$ cat config.mk
export PLATFORM = sky130hd
export DESIGN_NAME = crs_core_regs
export DESIGN_NICKNAME = d
export VERILOG_FILES = /design/src/core/crs_pkg.sv /design/src/core/crs_branch_test.sv /design/src/core/crs_core_regs.sv
export VERILOG_INCLUDE_DIRS = /design/src /design/src/core
export SDC_FILE = /design/constraint.sdc
export NUM_CORES = 1
export LEC_CHECK = 0
export ABC_AREA = 0
export BUFFER_PORTS_ARGS = -buffer_cell sky130_fd_sc_hd__buf_2
export CORE_MARGIN = 1
export CORE_UTILIZATION = 41
export DETAILED_ROUTE_END_ITERATION = 10
export PLACE_DENSITY_LB_ADDON = 0.15
export SYNTH_ARGS = -nofsm -noshare
export SYNTH_HDL_FRONTEND = slang
export SYNTH_SLANG_ARGS = --single-unit
$ cat constraint.sdc
create_clock -name i_clk_sys -period 33.7 [get_ports i_clk_sys]
set_clock_uncertainty 0.05 [all_clocks]
set_input_delay 3.37 -clock i_clk_sys [delete_from_list [all_inputs] [get_ports i_clk_sys]]
set_output_delay 3.37 -clock i_clk_sys [all_outputs]
set_load 0.005 [all_outputs]
$ cat src/core/crs_regs.svh
`ifndef CRS_REGS_SVH
`define CRS_REGS_SVH

// Zero-page address of the processor mode control register
`define CRS_MODE_ADDR 8'hFB
// Stack page select position inside that register
`define CRS_STK_PAGE_BIT 2

// Reset vector addresses
`define CRS_VEC_LO 16'hFFFE
`define CRS_VEC_HI 16'hFFFF

// Stack high byte for each page select value
`define CRS_PAGE0_HI 8'h00
`define CRS_PAGE1_HI 8'h01

// Processor status flag positions
`define CRS_FLAG_C 0
`define CRS_FLAG_Z 1
`define CRS_FLAG_I 2
`define CRS_FLAG_D 3
`define CRS_FLAG_B 4
`define CRS_FLAG_T 5
`define CRS_FLAG_V 6
`define CRS_FLAG_N 7

// Status value at reset: only interrupt inhibit set
`define CRS_PS_RST 8'h04

`endif

$ cat src/core/crs_pkg.sv
package crs_pkg;

    // Operation codes from the decoder; unlisted codes act as no operation
    typedef enum logic [4:0] {
        OP_NOP = 5'h00,
        OP_LD_ACC = 5'h01,
        OP_LD_X = 5'h02,
        OP_LD_Y = 5'h03,
        OP_LD_SP = 5'h04,
        OP_ALU = 5'h05,
        OP_SHIFT = 5'h06,
        OP_CARRY_ASSERT = 5'h07,
        OP_CARRY_CLEAR = 5'h08,
        OP_ACC_PUSH = 5'h09,
        OP_ACC_POP = 5'h0A,
        OP_FLAGS_PUSH = 5'h0B,
        OP_FLAGS_POP = 5'h0C,
        OP_INT_ACCEPT = 5'h0D,
        OP_INT_SET = 5'h0E,
        OP_INT_CLR = 5'h0F,
        OP_DEC_SET = 5'h10,
        OP_DEC_CLR = 5'h11,
        OP_PC_INC = 5'h12,
        OP_PC_LOAD = 5'h13,
        OP_PRODUCT = 5'h14,
        OP_DIVIDE = 5'h15,
        OP_WAIT = 5'h16,
        OP_HALT = 5'h17
    } crs_op_type;

    // Sequencer states
    typedef enum logic [2:0] {
        S_VEC_LO = 3'b000,
        S_VEC_HI = 3'b001,
        S_RUN = 3'b010,
        S_PULL = 3'b011,
        S_HALT = 3'b100,
        S_WAIT = 3'b101
    } crs_state_type;

    // Flag tested by a conditional branch
    typedef enum logic [1:0] {
        COND_C = 2'b00,
        COND_Z = 2'b01,
        COND_V = 2'b10,
        COND_N = 2'b11
    } crs_cond_type;

    // Whole state of the register set
    typedef struct packed {
        crs_state_type st;
        logic [7:0] acc;
        logic [7:0] idx_x;
        logic [7:0] idx_y;
        logic [7:0] sp;
        logic [7:0] ps;
        logic [15:0] pc;
        logic stk_page;
        logic pull_to_ps;
        logic mem_rd;
        logic mem_wr;
        logic [15:0] mem_addr;
        logic [7:0] mem_wdata;
    } crs_regs_type;

endpackage

$ cat src/core/crs_branch_test.sv
`timescale 1ns/1ps
`default_nettype none
`include "crs_regs.svh"

module crs_branch_test (
    // Status and condition
    input wire logic [7:0] i_ps,
    input wire crs_pkg::crs_cond_type i_cond,
    input wire logic i_want,
    // Decision
    output logic o_take
);
    import crs_pkg::*;

    logic flag;

    // Select the tested flag and compare with wanted level
    always_comb begin
        case (i_cond)
            COND_C: flag = i_ps[`CRS_FLAG_C];
            COND_Z: flag = i_ps[`CRS_FLAG_Z];
            COND_V: flag = i_ps[`CRS_FLAG_V];
            default: flag = i_ps[`CRS_FLAG_N];
        endcase
        o_take = (flag == i_want);
    end

endmodule
`default_nettype wire

$ cat src/core/crs_core_regs.sv
// Overview of operation
// - Interrupt inhibit flag reads one when reset is released.
// - Program counter high byte from FFFF, low byte from FFFE at reset.
// - Other registers need no defined reset value.
// - Eight-bit accumulator holds operands and results.
// - First eight-bit index register forms indexed addresses.
// - Second eight-bit index register forms indexed addresses for some operations.
// - Eight-bit stack pointer gives low byte of stack address.
// - Stack high byte is 00 or 01 by page select bit.
// - Page select is bit 2 of mode register at FB, cleared by reset.
// - Push and pull operations exist for accumulator and status.
// - Sixteen-bit program counter holds next fetch address.
// - Status is eight bits: four result flags, four control flags.
// - Branches test carry, zero, overflow and negative flags.
// - Zero, overflow and negative have no meaning in decimal mode.
// - Carry at bit 0 takes arithmetic carry, shifts and rotates too.
// - Carry assert sets carry, carry clear resets it.
// - No fast-clock or slow-clock selection operations.
// - Product, divide, wait and halt operations are present.
// - Exactly six internal registers.
// - Interrupt inhibit at bit 2 blocks all but break; set on accept.
// - Decimal flag at bit 3 selects decimal or binary arithmetic.
`timescale 1ns/1ps
`default_nettype none
`include "crs_regs.svh"

module crs_core_regs (
    // Clock and reset
    input wire logic i_clk_sys,
    input wire logic i_rst_n,
    // Operation request from decoder
    input wire logic i_op_valid,
    input wire crs_pkg::crs_op_type i_op,
    input wire logic [7:0] i_data,
    input wire logic [15:0] i_pc_load,
    input wire logic i_wake,
    // Arithmetic unit results
    input wire logic [7:0] i_alu_result,
    input wire logic i_alu_carry,
    input wire logic i_alu_ovf,
    // Memory port, asynchronous read
    input wire logic [7:0] i_mem_rdata,
    output logic o_mem_rd,
    output logic o_mem_wr,
    output logic [15:0] o_mem_addr,
    output logic [7:0] o_mem_wdata,
    // Zero-page register port
    input wire logic i_sfr_wr,
    input wire logic [7:0] i_sfr_addr,
    input wire logic [7:0] i_sfr_wdata,
    output logic [7:0] o_sfr_rdata,
    // Interrupt gating
    input wire logic i_irq_req,
    input wire logic i_break_req,
    output logic o_irq_take,
    // Branch test
    input wire crs_pkg::crs_cond_type i_br_cond,
    input wire logic i_br_want,
    output logic o_br_take,
    // Register contents and status
    output logic [7:0] o_acc,
    output logic [7:0] o_idx_x,
    output logic [7:0] o_idx_y,
    output logic [7:0] o_stack_ptr,
    output logic [15:0] o_stack_addr,
    output logic [15:0] o_program_counter,
    output logic [7:0] o_processor_status,
    output logic o_decimal,
    output logic o_ready,
    output logic o_waiting,
    output logic o_halted
);
    import crs_pkg::*;

    localparam crs_regs_type REGS_RST = '{
        st: S_VEC_LO,
        acc: 8'h00,
        idx_x: 8'h00,
        idx_y: 8'h00,
        sp: 8'h00,
        ps: `CRS_PS_RST,
        pc: 16'h0000,
        stk_page: 1'b0,
        pull_to_ps: 1'b0,
        mem_rd: 1'b1,
        mem_wr: 1'b0,
        mem_addr: `CRS_VEC_LO,
        mem_wdata: 8'h00
    };

    crs_regs_type state_r;
    crs_regs_type state_nxt;
    logic op_take;
    logic [7:0] stk_hi;
    logic [15:0] prod;
    logic [15:0] dvd;
    logic [15:0] quo;
    logic [15:0] rem;

    // Request accepted only when idle in run state
    assign op_take = i_op_valid && (state_r.st == S_RUN);

    // Stack high byte from page select
    assign stk_hi = state_r.stk_page ? `CRS_PAGE1_HI : `CRS_PAGE0_HI;

    // Product and quotient of the multiply and divide operations
    assign prod = {8'h00, state_r.acc} * {8'h00, i_data};
    assign dvd = {state_r.idx_y, state_r.acc};
    assign quo = (i_data != 8'h00) ? dvd / {8'h00, i_data} : 16'h0000;
    assign rem = (i_data != 8'h00) ? dvd % {8'h00, i_data} : 16'h0000;

    // Next state of the whole register set
    always_comb begin
        state_nxt = state_r;
        state_nxt.mem_rd = 1'b0;
        state_nxt.mem_wr = 1'b0;
        if (i_sfr_wr && (i_sfr_addr == `CRS_MODE_ADDR)) begin
            state_nxt.stk_page = i_sfr_wdata[`CRS_STK_PAGE_BIT];
        end
        case (state_r.st)
            S_VEC_LO: begin
                state_nxt.pc[7:0] = i_mem_rdata;
                state_nxt.mem_rd = 1'b1;
                state_nxt.mem_addr = `CRS_VEC_HI;
                state_nxt.st = S_VEC_HI;
            end
            S_VEC_HI: begin
                state_nxt.pc[15:8] = i_mem_rdata;
                state_nxt.st = S_RUN;
            end
            S_PULL: begin
                if (state_r.pull_to_ps) begin
                    state_nxt.ps = i_mem_rdata;
                end else begin
                    state_nxt.acc = i_mem_rdata;
                end
                state_nxt.st = S_RUN;
            end
            S_WAIT: begin
                if (i_wake) begin
                    state_nxt.st = S_RUN;
                end
            end
            S_HALT: begin
                state_nxt.st = S_HALT;
            end
            default: begin
                if (op_take) begin
                    case (i_op)
                        OP_LD_ACC: state_nxt.acc = i_data;
                        OP_LD_X: state_nxt.idx_x = i_data;
                        OP_LD_Y: state_nxt.idx_y = i_data;
                        OP_LD_SP: state_nxt.sp = i_data;
                        OP_ALU, OP_SHIFT: begin
                            state_nxt.acc = i_alu_result;
                            state_nxt.ps[`CRS_FLAG_C] = i_alu_carry;
                            if (!state_r.ps[`CRS_FLAG_D]) begin
                                state_nxt.ps[`CRS_FLAG_Z] = (i_alu_result == 8'h00);
                                state_nxt.ps[`CRS_FLAG_N] = i_alu_result[7];
                                if (i_op == OP_ALU) begin
                                    state_nxt.ps[`CRS_FLAG_V] = i_alu_ovf;
                                end
                            end
                        end
                        OP_CARRY_ASSERT: state_nxt.ps[`CRS_FLAG_C] = 1'b1;
                        OP_CARRY_CLEAR: state_nxt.ps[`CRS_FLAG_C] = 1'b0;
                        OP_ACC_PUSH, OP_FLAGS_PUSH: begin
                            state_nxt.mem_wr = 1'b1;
                            state_nxt.mem_addr = {stk_hi, state_r.sp};
                            state_nxt.mem_wdata = (i_op == OP_ACC_PUSH) ? state_r.acc : state_r.ps;
                            state_nxt.sp = state_r.sp - 8'h01;
                        end
                        OP_ACC_POP, OP_FLAGS_POP: begin
                            state_nxt.sp = state_r.sp + 8'h01;
                            state_nxt.mem_rd = 1'b1;
                            state_nxt.mem_addr = {stk_hi, state_r.sp + 8'h01};
                            state_nxt.pull_to_ps = (i_op == OP_FLAGS_POP);
                            state_nxt.st = S_PULL;
                        end
                        OP_INT_ACCEPT, OP_INT_SET: state_nxt.ps[`CRS_FLAG_I] = 1'b1;
                        OP_INT_CLR: state_nxt.ps[`CRS_FLAG_I] = 1'b0;
                        OP_DEC_SET: state_nxt.ps[`CRS_FLAG_D] = 1'b1;
                        OP_DEC_CLR: state_nxt.ps[`CRS_FLAG_D] = 1'b0;
                        OP_PC_INC: state_nxt.pc = state_r.pc + 16'h0001;
                        OP_PC_LOAD: state_nxt.pc = i_pc_load;
                        OP_PRODUCT: begin
                            state_nxt.acc = prod[7:0];
                            state_nxt.idx_y = prod[15:8];
                        end
                        OP_DIVIDE: begin
                            if (i_data != 8'h00) begin
                                state_nxt.acc = quo[7:0];
                                state_nxt.idx_y = rem[7:0];
                            end
                        end
                        OP_WAIT: state_nxt.st = S_WAIT;
                        OP_HALT: state_nxt.st = S_HALT;
                        default: state_nxt.st = S_RUN;
                    endcase
                end
            end
        endcase
    end

    // State register; undefined registers still reset to zero for clean simulation
    always_ff @(posedge i_clk_sys or negedge i_rst_n) begin
        if (!i_rst_n) begin
            state_r <= REGS_RST;
        end else begin
            state_r <= state_nxt;
        end
    end

    // Branch condition evaluation
    crs_branch_test u_branch (
        .i_ps(state_r.ps),
        .i_cond(i_br_cond),
        .i_want(i_br_want),
        .o_take(o_br_take)
    );

    // Interrupt gating: break always passes
    assign o_irq_take = (i_irq_req && !state_r.ps[`CRS_FLAG_I]) || i_break_req;

    // Output drive
    assign o_mem_rd = state_r.mem_rd;
    assign o_mem_wr = state_r.mem_wr;
    assign o_mem_addr = state_r.mem_addr;
    assign o_mem_wdata = state_r.mem_wdata;
    assign o_sfr_rdata = (i_sfr_addr == `CRS_MODE_ADDR) ? {5'h00, state_r.stk_page, 2'h0} : 8'h00;
    assign o_acc = state_r.acc;
    assign o_idx_x = state_r.idx_x;
    assign o_idx_y = state_r.idx_y;
    assign o_stack_ptr = state_r.sp;
    assign o_stack_addr = {stk_hi, state_r.sp};
    assign o_program_counter = state_r.pc;
    assign o_processor_status = state_r.ps;
    assign o_decimal = state_r.ps[`CRS_FLAG_D];
    assign o_ready = (state_r.st == S_RUN);
    assign o_waiting = (state_r.st == S_WAIT);
    assign o_halted = (state_r.st == S_HALT);
endmodule
`default_nettype wire

==> results of run 1 <==
-- routing by layer --
layer | up-vias | GRT usage
li1 | 6589 | -
met1 | 6372 | 0.3247
met2 | 270 | 0.4268
met3 | 45 | 0.02734
met4 | 0 | 0.06655
met5 | - | 0
-- what timing repair did --
action	CTS	global route
pin swaps	5	44
buffers inserted	6	27
hold endpoints to repair	0	0
gates resized for setup	13	86
setup endpoints to repair	9	9
-- critical path: cells and delay by family --
family                     cells  cell delay, ns
AOI/OAI and AO/OA             75           13.60
buffers and inverters         11            1.57
and+or+nand+nor               37            7.53
muxes                          8            2.39
adders and majority gates     15            4.25
-- cell usage in the layout (no fill, tap or decap), drive strengths merged, types with 7 or more instances in the layout --
master and instances:
a211oi 31, a21o 24, a21oi 105, a22o 7
a22oi 18, a31oi 22, and2 22, and3 12
buf 443, clkbuf 9, conb 14, dfrtp 70
dfstp 11, fa 37, ha 144, inv 106
mux2 48, mux2i 31, nand2 140, nand2b 20
nand3 34, nand4 14, nor2 167, nor2b 20
nor3 66, nor4 8, o211ai 15, o21a 44
o21ai 85, o21bai 14, o22ai 15, o31ai 19
or2 8, or3 18, xnor2 44, xor2 25
-- sequential cells by signal (all words and copies together) (netlist names) --
name	cells
o_acc	8
o_idx_y	8
state_r	5
o_mem_wr	1
o_mem_wdata	8
o_stack_ptr	8
o_program_counter	16
o_mem_addr	10
o_idx_x	8
o_mem_rd	1
o_processor_status	8
-- cells in the mapped netlist, types with 7 or more instances --
library cell  number  area share
nor2_1           167       0.047
ha_1             144        0.14
nand2_1          140       0.039
a21oi_1          104       0.039
inv_1            104       0.029
buf_4            103       0.058
o21ai_0           82       0.031
clkbuf_1          70       0.020
dfrtp_1           70        0.13
nor3_1            66       0.025
o21a_1            44       0.025
xnor2_1           44       0.029
mux2_2            41       0.035
fa_1              37       0.056
nand3_1           34       0.013
mux2i_1           31       0.023
a211oi_1          28       0.016
xor2_1            25       0.016
a21o_1            24       0.014
a31oi_1           22       0.010
and2_1            22       0.010
nand2b_1          20      0.0094
nor2b_1           20      0.0094
o31ai_1           19       0.011
a22oi_1           18       0.010
or3_1             18      0.0085
o22ai_1           15      0.0071
nand4_1           14      0.0066
o211ai_1          14      0.0079
o21bai_1          14      0.0079
and3_1            12      0.0056
dfstp_2           11       0.022
nor4_1             8      0.0038
a22o_1             7      0.0046
or2_2              7      0.0033
-- cells by family after synthesis --
kind of cell | Yosys count
adder cells (fa/ha/maj) | 182
XOR/XNOR | 69
AO/OA/AOI/OAI | 458
AND/OR/NAND/NOR | 550
buffers and inverters | 290
flip-flops | 81
multiplexers | 80
other | 1
-- per-stage QoR --
| step | setup slack, ns | std cells |
|---|---|---|
| final | 1.151 | 2401 |
| after global routing | -0.3859 | 2401 |
| after CTS | 0.009560 | 2374 |
| after detailed placement | -0.8989 | 2352 |
| after global placement | -0.7340 | 2352 |
| after floorplan | 0.004704 | 1724 |
-- cell type report --
cell class                 count  area [µm²]  share of cell area
sequential                    81        2041              0.1242
clock inverter                 7       52.55            0.003198
timing repair buffer         443        2940              0.1789
inverter                     106       404.1             0.02459
multi-input combinational   1353       10270              0.6248
clock buffer                   9       225.2             0.01370
tap                          402       503.0             0.03061
-- how the worst min path moves through the flow --
stage / depth (start not counted) / slack [ns] / from / end
after floorplan: 2 / 0.40 / o_mem_wdata[0] / o_mem_wdata[0]
after global placement: 2 / 0.41 / o_mem_wdata[7] / o_mem_wdata[7]
after detailed placement: 2 / 0.42 / o_mem_wdata[1] / o_mem_wdata[1]
after CTS: 2 / 0.44 / o_mem_wdata[1] / o_mem_wdata[1]
after global routing: 1 / 0.47 / o_idx_x[7] / o_idx_x[7]
final: 2 / 0.44 / o_mem_wdata[1] / o_mem_wdata[1]
==> flow_metrics.py, run 1 <==
metrics = {
    "status": {
        "status": "complete, no violations",
    },
    "yosys": {
        "synth_cells": 1711,
        "synth_cell_types": 95,
        "synthAdderAreaFrac": 0.1918,
        "synth-compound-area-share": 0.2324,
        "ys_seq_elements": 81,
        "synth_top_family_by_area": "compound AO/OA/AOI/OAI gates",
        "synth-edff-count": 0,
        "ys_seq_area_frac": 0.1533,
        "avgSynthCellArea_um2": 7.778,
        "synth-simple-area-share": 0.1967,
        "synth_flop_cell": "dfrtp_1",
        "synthMuxAreaShare": 0.06732,
        "async_flop_share": 1.000,
        "ys_warn_count": 0,
        "mappedNetlistArea_um2": 13310,
        "synth_xor_area_frac": 0.04541,
    },
    "floorplan": {
        "dieArea_um2": 33180,
        "die_y_um": 182.2,
        "dieWidth_um": 182.2,
        "core_um2": 31720,
        "io_pins": 185,
        "initial_core_util": 0.4196,
        "rows": 65,
    },
    "critical_path": {
        "crit_end": "o_idx_y[5]",
        "worst_path_most_repeated_cell": "o21a_1",
        "start_kind": "input pin",
        "cp.required_ns": 33.89,
        "critical_path_class": "input pin to register",
        "cpPeakStageDelay_ns": 0.60,
        "r2r-end": "o_idx_y[5]",
        "r2r_cells": 145,
        "regToRegSetupSlack_ns": 3.79,
        "arrival_ns": 32.74,
        "slowest_stage": "or4b_2",
        "crit_fanout": 7,
        "crit_start": "i_data[5]",
        "crit_path_end_kind": "register",
        "r2r_start": "o_idx_y[7]",
    },
    "clocking": {
        "ctsHoldBuffers": 0,
        "cts.reportedPaths.clkPinSlew_ns": 0.07,
        "cts_root_buf": "clkbuf_16",
        "cts.sinks": 81,
        "clock_latency_ns": 0.36,
        "cts_tree": "done",
        "clock_path_buffers": 2,
        "cts-htree-levels": 3,
        "numCtsBuffers": 9,
    },
    "grt": {
        "grtUsageTotal": 0.2468,
        "grt_start_max_net_pins": 50,
        "grt_overflow": 0,
        "antenna_found_initial": 0,
        "grt_pass1_vias": 12690,
        "grt_pass1_wl_um": 66010,
    },
    "sta": {
        "min_period_ns": 32.55,
        "rsz0062_at_grt": "yes",
        "maxClockFrequency_mhz": 30.72,
        "tns_ns": 0,
        "slew_headroom": 0.3024,
        "holdWs_ns": 0.4356,
        "finalSetupViolCount": 0,
        "final-hold-violation-count": 0,
        "tightest_slew_ns": 1.017,
        "period_share": 0.9658,
        "slew_violations": 0,
    },
    "routing": {
        "wl_met3_um": 1634,
        "top_layer_used": "met4",
        "wl_met1_um": 18690,
        "vias": 13280,
        "wl_per_cell_um": 17.16,
        "vias_per_cell": 5.529,
        "drt_pass1_iterations": 5,
        "wl_met2_um": 20050,
        "drc_errors": 0,
        "drtAntennaViolNets": 0,
        "routed_wl_um": 41200,
        "detail_route.iter0.violations": 645,
    },
    "placement": {
        "portBuffers": 163,
        "placed_cell_area_um2": 15510,
        "hpwl_um": 31700,
        "place_congestion": 0.8882,
    },
    "finish": {
        "utilization": 0.5181,
        "finalInstanceArea_um2": 16430,
        "drive_above_1_share": 0.3152,
        "fin_nets": 2248,
        "nFillCells": 3145,
        "antenna_cells": 0,
        "area_growth_pct": 23.49,
    },
    "min_path": {
        "hp-class": "register to register",
    },
    "flow_run": {
        "max_cap_violations": 0,
    },
}
Power of run 1 is not shown: default switching activity piles up to over one toggle a cycle in this logic, so the estimate is an artifact.
==> run 2: changes to the inputs <==
- CELL_PAD_IN_SITES_DETAIL_PLACEMENT: unset -> 0
- CELL_PAD_IN_SITES_GLOBAL_PLACEMENT: unset -> 1
- CORE_UTILIZATION: 41 -> 40
- GPL_TIMING_DRIVEN: unset -> 0
==> run 2 against run 1 <==
Compared with the run above: routed wire length grew 9.3%; via count grew 3.9%; highest routed layer unchanged; non-clock buffer count grew 52; largest cell class unchanged; global-route usage grew 1.7 points.
==> flow_metrics.py, run 2 (synthesis gave the netlist of run 1 again) <==
metrics = {
    "grt": {
        "grt_start_max_net_pins": 62,
        "grt_pass1_wl_um": 70380,
        "grtUsageTotal": 0.2638,
        "grt_pass1_vias": 13310,
        "antenna_found_initial": 0,
        "grt_overflow": 0,
    },
    "sta": {
        "final-hold-violation-count": 0,
        "slew_violations": 0,
        "finalSetupViolCount": 0,
        "maxClockFrequency_mhz": 29.91,
        "tightest_slew_ns": 0.9451,
        "slew_headroom": 0.3651,
        "rsz0062_at_grt": "yes",
        "period_share": 0.9920,
        "min_period_ns": 33.43,
        "fin_ws_ns": 0.2711,
    },
    "routing": {
        "routed_wl_um": 45050,
        "drtAntennaViolNets": 0,
        "vias": 13790,
        "drc_errors": 0,
        "vias_per_cell": 5.527,
        "drt_pass1_iterations": 5,
        "wl_per_cell_um": 18.06,
        "detail_route.iter0.violations": 878,
    },
    "finish": {
        "final_cell_mix": "buf_4, buf_2, nor2_1",
        "layout_commonest_cell": "buf_4",
        "antenna_cells": 0,
        "largest_register_ffs": 16,
        "drive_above_1_share": 0.3205,
        "area_growth_pct": 29.74,
        "fin_nets": 2302,
    },
    "critical_path": {
        "cp.required_ns": 33.88,
        "critical_path_class": "input pin to register",
        "worst_path_most_repeated_cell": "o21a_1",
        "arrival_ns": 33.61,
        "crit_path_end_kind": "register",
        "crit_fanout": 7,
        "cpPeakStageDelay_ns": 0.56,
        "start_kind": "input pin",
        "slowest_stage": "or4bb_4",
    },
    "clocking": {
        "cts_tree": "done",
        "ctsHoldBuffers": 0,
        "numCtsBuffers": 9,
        "cts.reportedPaths.clkPinSlew_ns": 0.07,
        "cts-htree-levels": 3,
        "clock_latency_ns": 0.36,
        "cts_root_buf": "clkbuf_16",
        "cts.sinks": 81,
        "clock_path_buffers": 2,
    },
    "floorplan": {
        "dieArea_um2": 34000,
        "die_y_um": 184.4,
        "initial_core_util": 0.4080,
        "dieWidth_um": 184.4,
        "rows": 66,
        "core_um2": 32620,
        "io_pins": 185,
    },
    "placement": {
        "dp_slack_ns": -5.672,
        "place_congestion": 0.8905,
        "hpwl_um": 33140,
        "portBuffers": 160,
    },
    "flow_run": {
        "max_cap_violations": 0,
    },
    "status": {
        "status": "complete, no violations",
    },
    "min_path": {
        "hp-class": "register to register",
    },
}
## run 2: cell types whose count changed in the layout (fill, tap and decap cells not counted), moves of 7 or more
cell / delta
ha_4: +13
clkbuf_1: +58
ha_1: -14
buf_6: +9
buf_2: -7
buf_4: -24
## run 2: layout make-up
type | instances | area (µm²)
flip-flops and latches | 81 | 2041
multi-input cells | 1353 | 10710
well taps | 442 | 553.0
repair buffers | 316 | 2049
repair inverters | 2 | 10.01
fillers | 3210 | 15350
plain buffers | 179 | 1160
inverters | 106 | 434.2
clock inverters | 7 | 87.58
clock buffers | 9 | 225.2
## run 2: path summary, 6_finish.rpt
kind | startpoint | end | slack [ns] | cells past startpoint
worst max register to register | o_idx_y[7] | o_idx_y[7] | 3.05 | 153
max in group asynchronous | i_rst_n | o_processor_status[2] | 30.10 | 2
worst max-delay path | i_data[4] | o_idx_y[7] | 0.27 | 153
min in group asynchronous | i_rst_n | o_stack_ptr[5] | 2.85 | 1
worst min-delay path | o_mem_addr[7] | o_mem_addr[7] | 0.45 | 2
worst min register to register | o_mem_addr[7] | o_mem_addr[7] | 0.45 | 2
## run 2: timing repair
| action | CTS | global route |
|---|---|---|
| setup buffers | 93 | 60 |
| endpoints found under the setup margin | 10 | 9 |
| cloned | 4 | 0 |
| gates resized for setup | 120 | 89 |
| pin swaps | 64 | 81 |
## run 2: stage by stage
step                      cell area (µm²)  hold WS (ns)  std cells  utilization  TNS (ns)
after global routing                17270        0.4761       2495       0.5293    -9.097
after floorplan                     13460        0.4010       1724            -         0
after CTS                           16440        0.4564       2437       0.5041         0
after global placement              14820        0.4175       2326       0.4543    -47.83
after detailed placement            14850        0.4275       2327       0.4552    -51.40
final                               17270        0.4534       2495       0.5293         0
## run 2: worst max-delay path: cells and delay by family
kind / cells / cell delay (ns)
buf+inv: 18 / 2.45
simple gates: 36 / 7.12
fa+ha+maj: 15 / 3.78
compound gates: 74 / 13.90
mux: 10 / 2.94
## run 2: layer usage
metal  track usage  share of wire  up-vias
met4       0.09833          0.029        0
met3       0.02628          0.041       62
met2        0.4500           0.48      379
met5             0              0        -
li1              -              -     6710
met1        0.3426           0.45     6639
Power of run 2 is left out for the same reason.
